[src/omb_pkg.sv]
// Shared constants and types of the output mapping broker
package omb_pkg;

  // ----------------------------------------
  // Sizes
  // ----------------------------------------
  localparam int NUM_CONS  = 3;
  localparam int NUM_AREAS = 4;
  localparam int IN_WORDS  = 64;
  localparam int OUT_WORDS = 16;

  // ----------------------------------------
  // Input region, area limits and timeout reset value
  // ----------------------------------------
  localparam logic [15:0] IN_BASE  = 16'h0100;
  localparam logic [7:0]  CNT_MAX  = 8'h10;
  localparam logic [7:0]  TMO_RST  = 8'h00;

  // ----------------------------------------
  // Timing
  // ----------------------------------------
  localparam int MS_NS      = 1000000;
  localparam int CLK_NS     = 100;
  localparam int CYC_PER_MS = MS_NS / CLK_NS;

  // ----------------------------------------
  // Types
  // ----------------------------------------
  typedef enum logic [1:0] {DEF_HOLD, DEF_ZEROS, DEF_ONES} omb_def_type;
  localparam omb_def_type DEF_RST = DEF_HOLD;

  typedef struct packed {
    logic [15:0] start;
    logic [7:0]  count;
  } omb_area_type;

  typedef struct packed {
    logic [15:0] addr;
    logic [15:0] data;
  } omb_wr_type;

  typedef struct packed {
    logic [1:0]   cons;
    logic [1:0]   area;
    omb_area_type ent;
  } omb_cfg_type;

endpackage

[src/omb_broker.sv]
// Output mapping broker: area routing, validity timeout, default data
//
// What this block does
// RQ1 - Up to four start/count areas per consumer
// RQ2 - Separate mapping, timeout, default per consumer
// RQ3 - Areas only from the input region
// RQ4 - Reject bad start or count with error
// RQ5 - New mapping used only after restart
// RQ6 - Optional timeout substitutes default on invalid data
// RQ7 - Default: all ones, all zeros, or hold
// RQ8 - Timeout 0 to 255 ms, eight bits
// RQ9 - Zero timeout disables substitution
// RQ10 - Stale source past timeout gives default data
// RQ11 - Fresh data restarts timer, resumes mapped data
`timescale 1ns/100ps
module omb_broker #(
  parameter int unsigned CYC_PER_MS = omb_pkg::CYC_PER_MS
) (
  // Clock and reset
  input  wire logic                 mclk_i,
  input  wire logic                 nrst_i,
  // Producer writes into the input region
  input  wire logic                 prod_wr_i,
  input  wire omb_pkg::omb_wr_type  prod_i,
  // Mapping entry writes
  input  wire logic                 map_wr_i,
  input  wire omb_pkg::omb_cfg_type map_i,
  output logic                      map_ack_o,
  output logic                      map_err_o,
  // Timeout and default settings
  input  wire logic                 set_wr_i,
  input  wire logic [1:0]           set_cons_i,
  input  wire logic [7:0]           set_tmo_i,
  input  wire omb_pkg::omb_def_type set_def_i,
  // Module restart
  input  wire logic                 restart_i,
  // Consumer output read port
  input  wire logic [1:0]           rd_cons_i,
  input  wire logic [3:0]           rd_idx_i,
  output logic [15:0]               rd_data_o,
  output logic [4:0]                rd_len_o,
  output logic [2:0]                stale_o
);
  import omb_pkg::*;

  typedef enum logic {ST_LOAD, ST_RUN} omb_st_type;

  // ----------------------------------------
  // Storage
  // ----------------------------------------
  logic [15:0]  in_mem  [IN_WORDS];
  logic [15:0]  out_mem [NUM_CONS][OUT_WORDS];
  logic [4:0]   len_q   [NUM_CONS];
  omb_area_type pend_q  [NUM_CONS][NUM_AREAS];
  omb_area_type act_q   [NUM_CONS][NUM_AREAS];
  logic [7:0]   tmo_pend_q [NUM_CONS];
  logic [7:0]   tmo_q      [NUM_CONS];
  omb_def_type  def_pend_q [NUM_CONS];
  omb_def_type  def_q      [NUM_CONS];
  logic [7:0]   tmr_q      [NUM_CONS];
  logic [2:0]   stale_q;
  logic [2:0]   fresh;

  // ----------------------------------------
  // Entry check
  // ----------------------------------------
  wire  [16:0] ent_off  = {1'b0, map_i.ent.start} - {1'b0, IN_BASE};
  wire  [16:0] ent_end  = ent_off + {9'h000, map_i.ent.count};
  // RQ3 start inside input region
  wire         ent_in   = (map_i.ent.start >= IN_BASE) && (ent_off < 17'(IN_WORDS));
  // RQ4 count limit check
  wire         ent_ok   = ent_in && (map_i.ent.count <= CNT_MAX)
                          && (ent_end <= 17'(IN_WORDS)) && (map_i.cons != 2'h3);

  always_ff @(posedge mclk_i) begin
    if (!nrst_i) begin
      map_ack_o <= 1'b0;
      map_err_o <= 1'b0;
    end else begin
      // RQ4 reject with error
      map_ack_o <= map_wr_i && ent_ok;
      map_err_o <= map_wr_i && !ent_ok;
    end
  end

  always_ff @(posedge mclk_i) begin
    if (prod_wr_i && (prod_i.addr >= IN_BASE) && (prod_i.addr - IN_BASE < 16'(IN_WORDS)))
      in_mem[6'(prod_i.addr - IN_BASE)] <= prod_i.data;
  end

  // ----------------------------------------
  // Millisecond tick
  // ----------------------------------------
  logic [15:0] pre_q;
  wire         tick = (pre_q == 16'(CYC_PER_MS - 1));
  always_ff @(posedge mclk_i) begin
    if (!nrst_i) pre_q <= 16'h0000;
    else         pre_q <= tick ? 16'h0000 : pre_q + 16'h0001;
  end

  // ----------------------------------------
  // Copy engine
  // ----------------------------------------
  omb_st_type st_q;
  logic [1:0] c_q;
  logic [1:0] a_q;
  logic [7:0] k_q;
  logic [4:0] w_q;

  omb_area_type cur;
  assign cur = act_q[c_q][a_q];
  wire         do_copy  = (st_q == ST_RUN) && (k_q < cur.count) && (w_q < 5'(OUT_WORDS));
  wire  [15:0] src_idx  = cur.start - IN_BASE + {8'h00, k_q};
  wire  [15:0] src_word = in_mem[src_idx[5:0]];
  wire         cur_st   = stale_q[c_q];
  omb_def_type cur_def;
  assign cur_def = def_q[c_q];
  // RQ7 default data select
  wire  [15:0] def_word = (cur_def == DEF_ONES) ? 16'hFFFF : 16'h0000;
  wire         wr_out   = do_copy && !(cur_st && (cur_def == DEF_HOLD));
  wire  [15:0] out_word = cur_st ? def_word : src_word;

  always_ff @(posedge mclk_i) begin
    if (!nrst_i) begin
      st_q <= ST_LOAD;
      c_q  <= 2'h0;
      a_q  <= 2'h0;
      k_q  <= 8'h00;
      w_q  <= 5'h00;
    end else if (restart_i) begin
      st_q <= ST_LOAD;
    end else begin
      case (st_q)
        ST_LOAD: begin
          st_q <= ST_RUN;
          c_q  <= 2'h0;
          a_q  <= 2'h0;
          k_q  <= 8'h00;
          w_q  <= 5'h00;
        end
        ST_RUN: begin
          // RQ1 areas concatenated in order
          if (do_copy) begin
            k_q <= k_q + 8'h01;
            w_q <= w_q + 5'h01;
          end else begin
            k_q <= 8'h00;
            a_q <= a_q + 2'h1;
            if (a_q == 2'h3) begin
              w_q <= 5'h00;
              c_q <= (c_q == 2'h2) ? 2'h0 : c_q + 2'h1;
            end
          end
        end
        default: st_q <= ST_LOAD;
      endcase
    end
  end

  always_ff @(posedge mclk_i) begin
    // RQ6 substitute default when stale
    if (wr_out)
      out_mem[c_q][w_q[3:0]] <= out_word;
  end

  // ----------------------------------------
  // Per consumer settings and timers
  // ----------------------------------------
  genvar gc, ga;
  generate
    for (gc = 0; gc < NUM_CONS; gc++) begin : g_cons
      logic [NUM_AREAS-1:0] hit;
      for (ga = 0; ga < NUM_AREAS; ga++) begin : g_area
        assign hit[ga] = (prod_i.addr >= act_q[gc][ga].start)
                         && ({1'b0, prod_i.addr} < {1'b0, act_q[gc][ga].start}
                             + {9'h000, act_q[gc][ga].count});
      end
      assign fresh[gc] = prod_wr_i && (|hit);

      always_ff @(posedge mclk_i) begin
        if (!nrst_i) begin
          for (int a = 0; a < NUM_AREAS; a++) begin
            pend_q[gc][a] <= '0;
            act_q[gc][a]  <= '0;
          end
          tmo_pend_q[gc] <= TMO_RST;
          tmo_q[gc]      <= TMO_RST;
          def_pend_q[gc] <= DEF_RST;
          def_q[gc]      <= DEF_RST;
          len_q[gc]      <= 5'h00;
        end else begin
          // RQ2 settings kept per consumer
          if (map_wr_i && ent_ok && (map_i.cons == 2'(gc)))
            pend_q[gc][map_i.area] <= map_i.ent;
          // RQ8 eight bit ms timeout
          if (set_wr_i && (set_cons_i == 2'(gc))) begin
            tmo_pend_q[gc] <= set_tmo_i;
            def_pend_q[gc] <= set_def_i;
          end
          // RQ5 apply only on restart
          if (st_q == ST_LOAD) begin
            for (int a = 0; a < NUM_AREAS; a++)
              act_q[gc][a] <= pend_q[gc][a];
            tmo_q[gc] <= tmo_pend_q[gc];
            def_q[gc] <= def_pend_q[gc];
          end
          if (st_q == ST_RUN && !do_copy && a_q == 2'h3 && c_q == 2'(gc))
            len_q[gc] <= w_q;
        end
      end

      always_ff @(posedge mclk_i) begin
        if (!nrst_i) begin
          tmr_q[gc]   <= 8'h00;
          stale_q[gc] <= 1'b0;
        end else if ((tmo_q[gc] == 8'h00) || fresh[gc]) begin
          // RQ9 zero disables timeout
          // RQ11 fresh data restarts timer
          tmr_q[gc]   <= 8'h00;
          stale_q[gc] <= 1'b0;
        end else if (tick && !stale_q[gc]) begin
          // RQ10 expiry marks data stale
          if (tmr_q[gc] + 8'h01 >= tmo_q[gc])
            stale_q[gc] <= 1'b1;
          else
            tmr_q[gc] <= tmr_q[gc] + 8'h01;
        end
      end
    end
  endgenerate

  // ----------------------------------------
  // Read port
  // ----------------------------------------
  always_ff @(posedge mclk_i) begin
    if (!nrst_i || (rd_cons_i == 2'h3)) begin
      rd_data_o <= 16'h0000;
      rd_len_o  <= 5'h00;
    end else begin
      rd_data_o <= out_mem[rd_cons_i][rd_idx_i];
      rd_len_o  <= len_q[rd_cons_i];
    end
  end
  assign stale_o   = stale_q;
endmodule // omb_broker

[config.mk]
export PLATFORM = sky130hd
export DESIGN_NAME = omb_broker
export DESIGN_NICKNAME = d
export VERILOG_FILES = /design/src/omb_pkg.sv /design/src/omb_broker.sv
export SDC_FILE = /design/constraint.sdc
export NUM_CORES = 2
export LEC_CHECK = 0
export BUFFER_PORTS_ARGS = -buffer_cell sky130_fd_sc_hd__buf_2
export CORE_MARGIN = 2
export CORE_UTILIZATION = 51
export CTS_CLUSTER_SIZE = 25
export DETAILED_ROUTE_END_ITERATION = 12
export MAX_ROUTING_LAYER = met4
export PLACE_DENSITY = 0.73
export SLEW_MARGIN = 20
export SYNTH_ARGS = -nofsm -noshare
export SYNTH_HDL_FRONTEND = slang
export SYNTH_SLANG_ARGS = --single-unit
[constraint.sdc]
create_clock -name mclk_i -period 29.8 [get_ports mclk_i]
set_input_delay 5.96 -clock mclk_i [delete_from_list [all_inputs] [get_ports mclk_i]]
set_output_delay 5.96 -clock mclk_i [all_outputs]
set_load 0.005 [all_outputs]
After elaboration in Yosys (flattened, before gate mapping)
Memory sizes are Yosys's and may differ from the RTL's. A register that Yosys moved wholly into a read port is not among the register bits.
Index checks and enable logic that the tools add are counted.
{ "word_totals": {"mem_count": 10, "register_bits": 55, "mem_bits_rw": 2467} }
{ "mem_list": {"columns": ["memory", "words", "word_bits", "read_ports", "rd_clocked_by_memory_dff", "write_ports", "line", "text"], "rows": [
  ["in_mem", 64, 16, 1, 0, 1, "omb_broker.sv:51", "logic [15:0] in_mem [IN_WORDS];"],
  ["out_mem", 3, 256, 1, 0, 1, "omb_broker.sv:52", "logic [15:0] out_mem [NUM_CONS][OUT_WORDS];"],
  ["act_q", 3, 96, 4, 1, 3, "omb_broker.sv:55", "omb_area_type act_q [NUM_CONS][NUM_AREAS];"],
  ["pend_q", 3, 96, 3, 0, 3, "omb_broker.sv:54", "omb_area_type pend_q [NUM_CONS][NUM_AREAS];"],
  ["tmo_pend_q", 3, 8, 3, 0, 3, "omb_broker.sv:56", "logic [7:0] tmo_pend_q [NUM_CONS];"],
  ["tmo_q", 3, 8, 3, 0, 3, "omb_broker.sv:57", "logic [7:0] tmo_q [NUM_CONS];"],
  ["+4 memories", null, null, null, null, null, null, null]
]} }
{ "classes": {"n_reduce_logical": 74, "add_sub_neg": 25, "eq_ne": 14, "bitwise_logic": 328, "mux": 410, "order_cmp": 42} }
{ "ops": {"columns": ["cell", "count"], "rows": [
  ["$mux 1", 345],
  ["$or 1x1->1", 321],
  ["$mux 24", 13],
  ["$mux 96", 3],
  ["$mux 256", 1],
  ["$add 16x8->17", 12],
  ["$lt 16x17->1", 12],
  ["$ge 16x16->1", 12],
  ["$mux 8", 13],
  ["$mux 16", 5],
  ["$bmux 16 s4", 1],
  ["$demux 16 s4", 1],
  ["$bmux 24 s2", 1],
  ["$demux 24 s2", 1],
  ["$logic_and 1x1->1", 43],
  ["$add 8x1->8 const B", 4],
  ["$ge 16x9->1 const B", 2],
  ["$mux 14", 2],
  ["$mux 2", 14],
  ["$mux 5", 5],
  ["$ge 8x8->1", 3],
  ["$logic_not 8->1", 3],
  ["$add 17x8->17", 1],
  ["$le 17x7->1 const B", 1],
  ["37 further kinds", 74]
]} }

Logic depth before layout (Yosys ltp)
{ "logic_depth": {"word_depth": 15, "ltp_mapped": 19} }

Worst setup path after synthesis
OpenSTA, ideal clock, no wires.
{ "synth_timing": {"kind": "input to register", "startpoint": "in nrst_i", "endpoint": "reg (tool-made name)", "arrival_ns": 13.907, "path_stages": 4, "setup_ns": 0.081, "setup_slack_ns": 15.812, "path_buffers": 1, "required_time_ns": 29.719, "cell_sequence": "clkbuf_1 nand2_1 or3_1 mux2i_1"} }
{ "synth_rtl": {"columns": ["item", "line", "text"], "rows": [
  ["from (decl)", "omb_broker.sv:21", "input wire logic nrst_i,"]
]} }

==> results by group <==
Logic synthesis
  – Ys flop type: edfxtp_1
  – Syn Area/Cell: ~16 sq um
  – Netlist cell types: 82
  – Synthesized area: between 0.1 and 0.15 sq mm
  – Number of flops mapped to enable cells by yosys: 2,467
  – Syn. warnings: 0
  – Register area share after synthesis: 0.668
  – Top-area cell type share of the netlist area: 0.657
  – Post-Syn Instances: 7,132
  – #FFs+latches synth: 2,529
  – Area leader, netlist: edfxtp_1
  – Asr flop ratio synth: 0
  – Area contributors post-synth: edfxtp_1 (66%), mux4_2 (8.6%), ha_1 (5.8%)

Pwr
  – Power per standard cell area: about 66 mW/mm^2
  – Pleak: about 0.044 uW
  – Worst ir drop on vdd: approximately 0.065 mV

Worst setup path
  – CP Capture Type: flip-flop
  – Worst Path Required: 30.28 ns
  – Crit start category: primary input
  – Critical Setup Path Class: primary input to flip-flop
  – Crit path max fanout: 24
  – Worst Path Arrival: 10.42 ns

Final layout
  – FF/Latch Area: 0.0753 sq mm
  – Finished Layout Cells: 10,700
  – Share of cells above drive strength 1: 0.152
  – Nets: between 8,000 and 9,000
  – Area grow syn2layout: 11.9%
  – Fillers: between 15,000 and 20,000
  – Multi-input gate area: roughly 0.036 sq mm

STA
  – Post-Route Setup TNS: 0 ns
  – Post-route setup slack: ~20 ns
  – Worst-margin pin slew: 1.17 ns
  – Hold Fails Final Rpt: 0
  – RSZ-0062 raised after global routing: no
  – Count of final setup violators: 0
  – Period utilisation layout: 0.334
  – Crit path time final: between 9 and 10 ns
  – Max Clk Rate: 101 MHz
  – Max_slew headroom: 0.222
  – Pins over their slew limit: 0
  – Clk_skew: around 0.076 ns

Placed design
  – IO buf count: roughly 110
  – DP HPWL: roughly 160,000 um
  – Pre-CTS WS: between 15 and 20 ns
  – Placed instance count: ~10,000
  – Routability Congestion: just under 0.9

Floorplanning
  – Row cnt: 172
  – Core area: roughly 0.22 sq mm
  – Die ar.: between 0.2 and 0.25 sq mm
  – Chip Height: ~470 um
  – Boundary Pins: 110
  – Die X: approximately 470 um
  – Starting Density: 0.513

Clocking
  – Reg clk slew, reported paths: 0.06 ns
  – Longest Clk Path Bufs: 4
  – TritonCTS Sinks: ~2,500
  – Clock Latency Late Sink: a little over 0.9 ns
  – Postcts setup bufs: 0
  – Hold Buf Count CTS: 0
  – Total CTS buffers: roughly 270
  – CTS H-Tree Depth: 5
  – CTS tree: yes
  – CTS resizes: 0
  – Root Driver: clkbuf_16

Routing
  – Wire length per cell: about 25 um
  – Routed Antenna Nets: 0
  – Drt via density: roughly 5.9
  – Drt pass-1 iters: 6
  – # DRC: 0
  – DRT Wirelength: 264,000 um
  – 1st-iter DRT viols: between 6,000 and 7,000
  – DR vias: around 63,000

Hold path
  – Min-Delay Path Class: flip-flop to flip-flop

Flow run
  – Max-Cap Viols: 0

Global route
  – Vias in the first global route: around 63,000
  – Antenna violations before repair: 10
  – Total global routing overflow: 0
  – Largest net degree at the start of global routing: 289
  – Global-route usage over all layers: 0.240
  – First-pass GRT wire length: 391,000 um

Outcome
  – Status: complete, no violations
-- synthesized netlist by cell type, drive strengths merged, types with 52 or more instances --
cell       n
xnor2    165
and2     506
clkbuf   198
buf       99
ha       524
o21ai    122
nor2     436
nand3    154
a21oi    320
dfxtp     62
a21o     101
edfxtp  2467
mux4     432
nor3      52
mux2i    193
inv      271
a211oi    99
nand2    332
nand4     78
-- final timing paths --
path / start / end / slack, ns / cells past startpoint
setup / recovery: map_i[0] / pend_q[2][39] / 19.86 / 12
hold / removal: pend_q[2][69] / act_q[2][69] / 0.45 / 1
setup reg to reg: flip-flop / out_mem[2][245] / 20.89 / 14
hold reg to reg: pend_q[2][69] / act_q[2][69] / 0.45 / 1
-- routing by layer --
metal	GRT usage	wire length (um)
met5	-	0
met4	0.0837	9500
met3	0.0360	19300
met1	0.314	106000
met2	0.385	129000
-- layout by cell type (no fill, tap or decap), types with 32 or more instances in the layout --
master	n
xor2_1	42
clkinv_2	36
nor2b_1	49
inv_1	270
nand2_1	331
clkinv_1	32
ha_1	523
nand2b_1	40
mux2i_1	193
clkbuf_16	280
edfxtp_1	2467
and2_1	506
clkbuf_1	64
o21ai_0	116
a211oi_1	98
buf_2	105
a21o_1	101
nor2_1	408
a32oi_1	32
xnor2_1	163
nand3_1	154
conb_1	120
nor3_1	50
nand4_1	78
mux4_2	432
a21oi_1	320
dfxtp_1	60
buf_4	158
-- kinds of logic after synthesis --
logic type      after synthesis  synth area share
fa+ha+maj                   538            0.0606
mux                         627             0.104
xor+xnor                    209            0.0162
compound gates              849            0.0483
buf+inv                     568            0.0199
flops                      2529             0.668
other cells                   1         0.0000333
simple gates               1811            0.0832
-- stage by stage --
| step | area (sq um) | util | hold WS (ns) | power (uW) |
|---|---|---|---|---|
| 3_3_place_gp | 118000 | 0.536 | 0.422 | 5170 |
| 2_1_floorplan | 113000 | - | 0.413 | 4840 |
| 6_report | 126000 | 0.574 | 0.452 | 8340 |
| 4_1_cts | 126000 | 0.574 | 0.443 | 8390 |
| 3_5_place_dp | 118000 | 0.536 | 0.454 | 5210 |
| 5_1_grt | 126000 | 0.574 | 0.488 | 8610 |
-- where the power goes --
part | switching (uW) | internal (uW) | total, uW
registers | 56.1 | 4090 | 4150
clock network | 1320 | 1880 | 3200
logic | 633 | 356 | 989
total | 2010 | 6330 | 8340
-- critical path, stage by stage --
cell	delay, ns
buf_2	0.38
ha_1	0.25
inv_1	0.06
fa_1	0.40
nor2b_1	0.18
o21ai_0	0.12
a2111oi_2	0.36
o21ai_1	0.12
a31oi_2	0.28
o2111ai_4	0.49
nor4_2	0.89
nand2b_1	0.90
-- state kept, by name, indices dropped and copies added, names as in the netlist, 6 cells and up, named ones only --
register	count
in_mem	1024
out_mem	768
act_q	288
pend_q	288
tmo_pend_q	24
tmo_q	24
tmr_q	24
pre_q	16
rd_data_o	16
len_q	15
k_q	8
def_pend_q	6
def_q	6
-- layout make-up --
type                    instances  share of cell area
repair buffers                272              0.0149
inverters                     271             0.00806
multi-input cells            4154               0.284
diodes                          7            0.000139
clock inverters               103             0.00748
clock buffers                 357              0.0588
flip-flops and latches       2529               0.597
well taps                    2958              0.0293
Power figures use the tool's default switching activity.
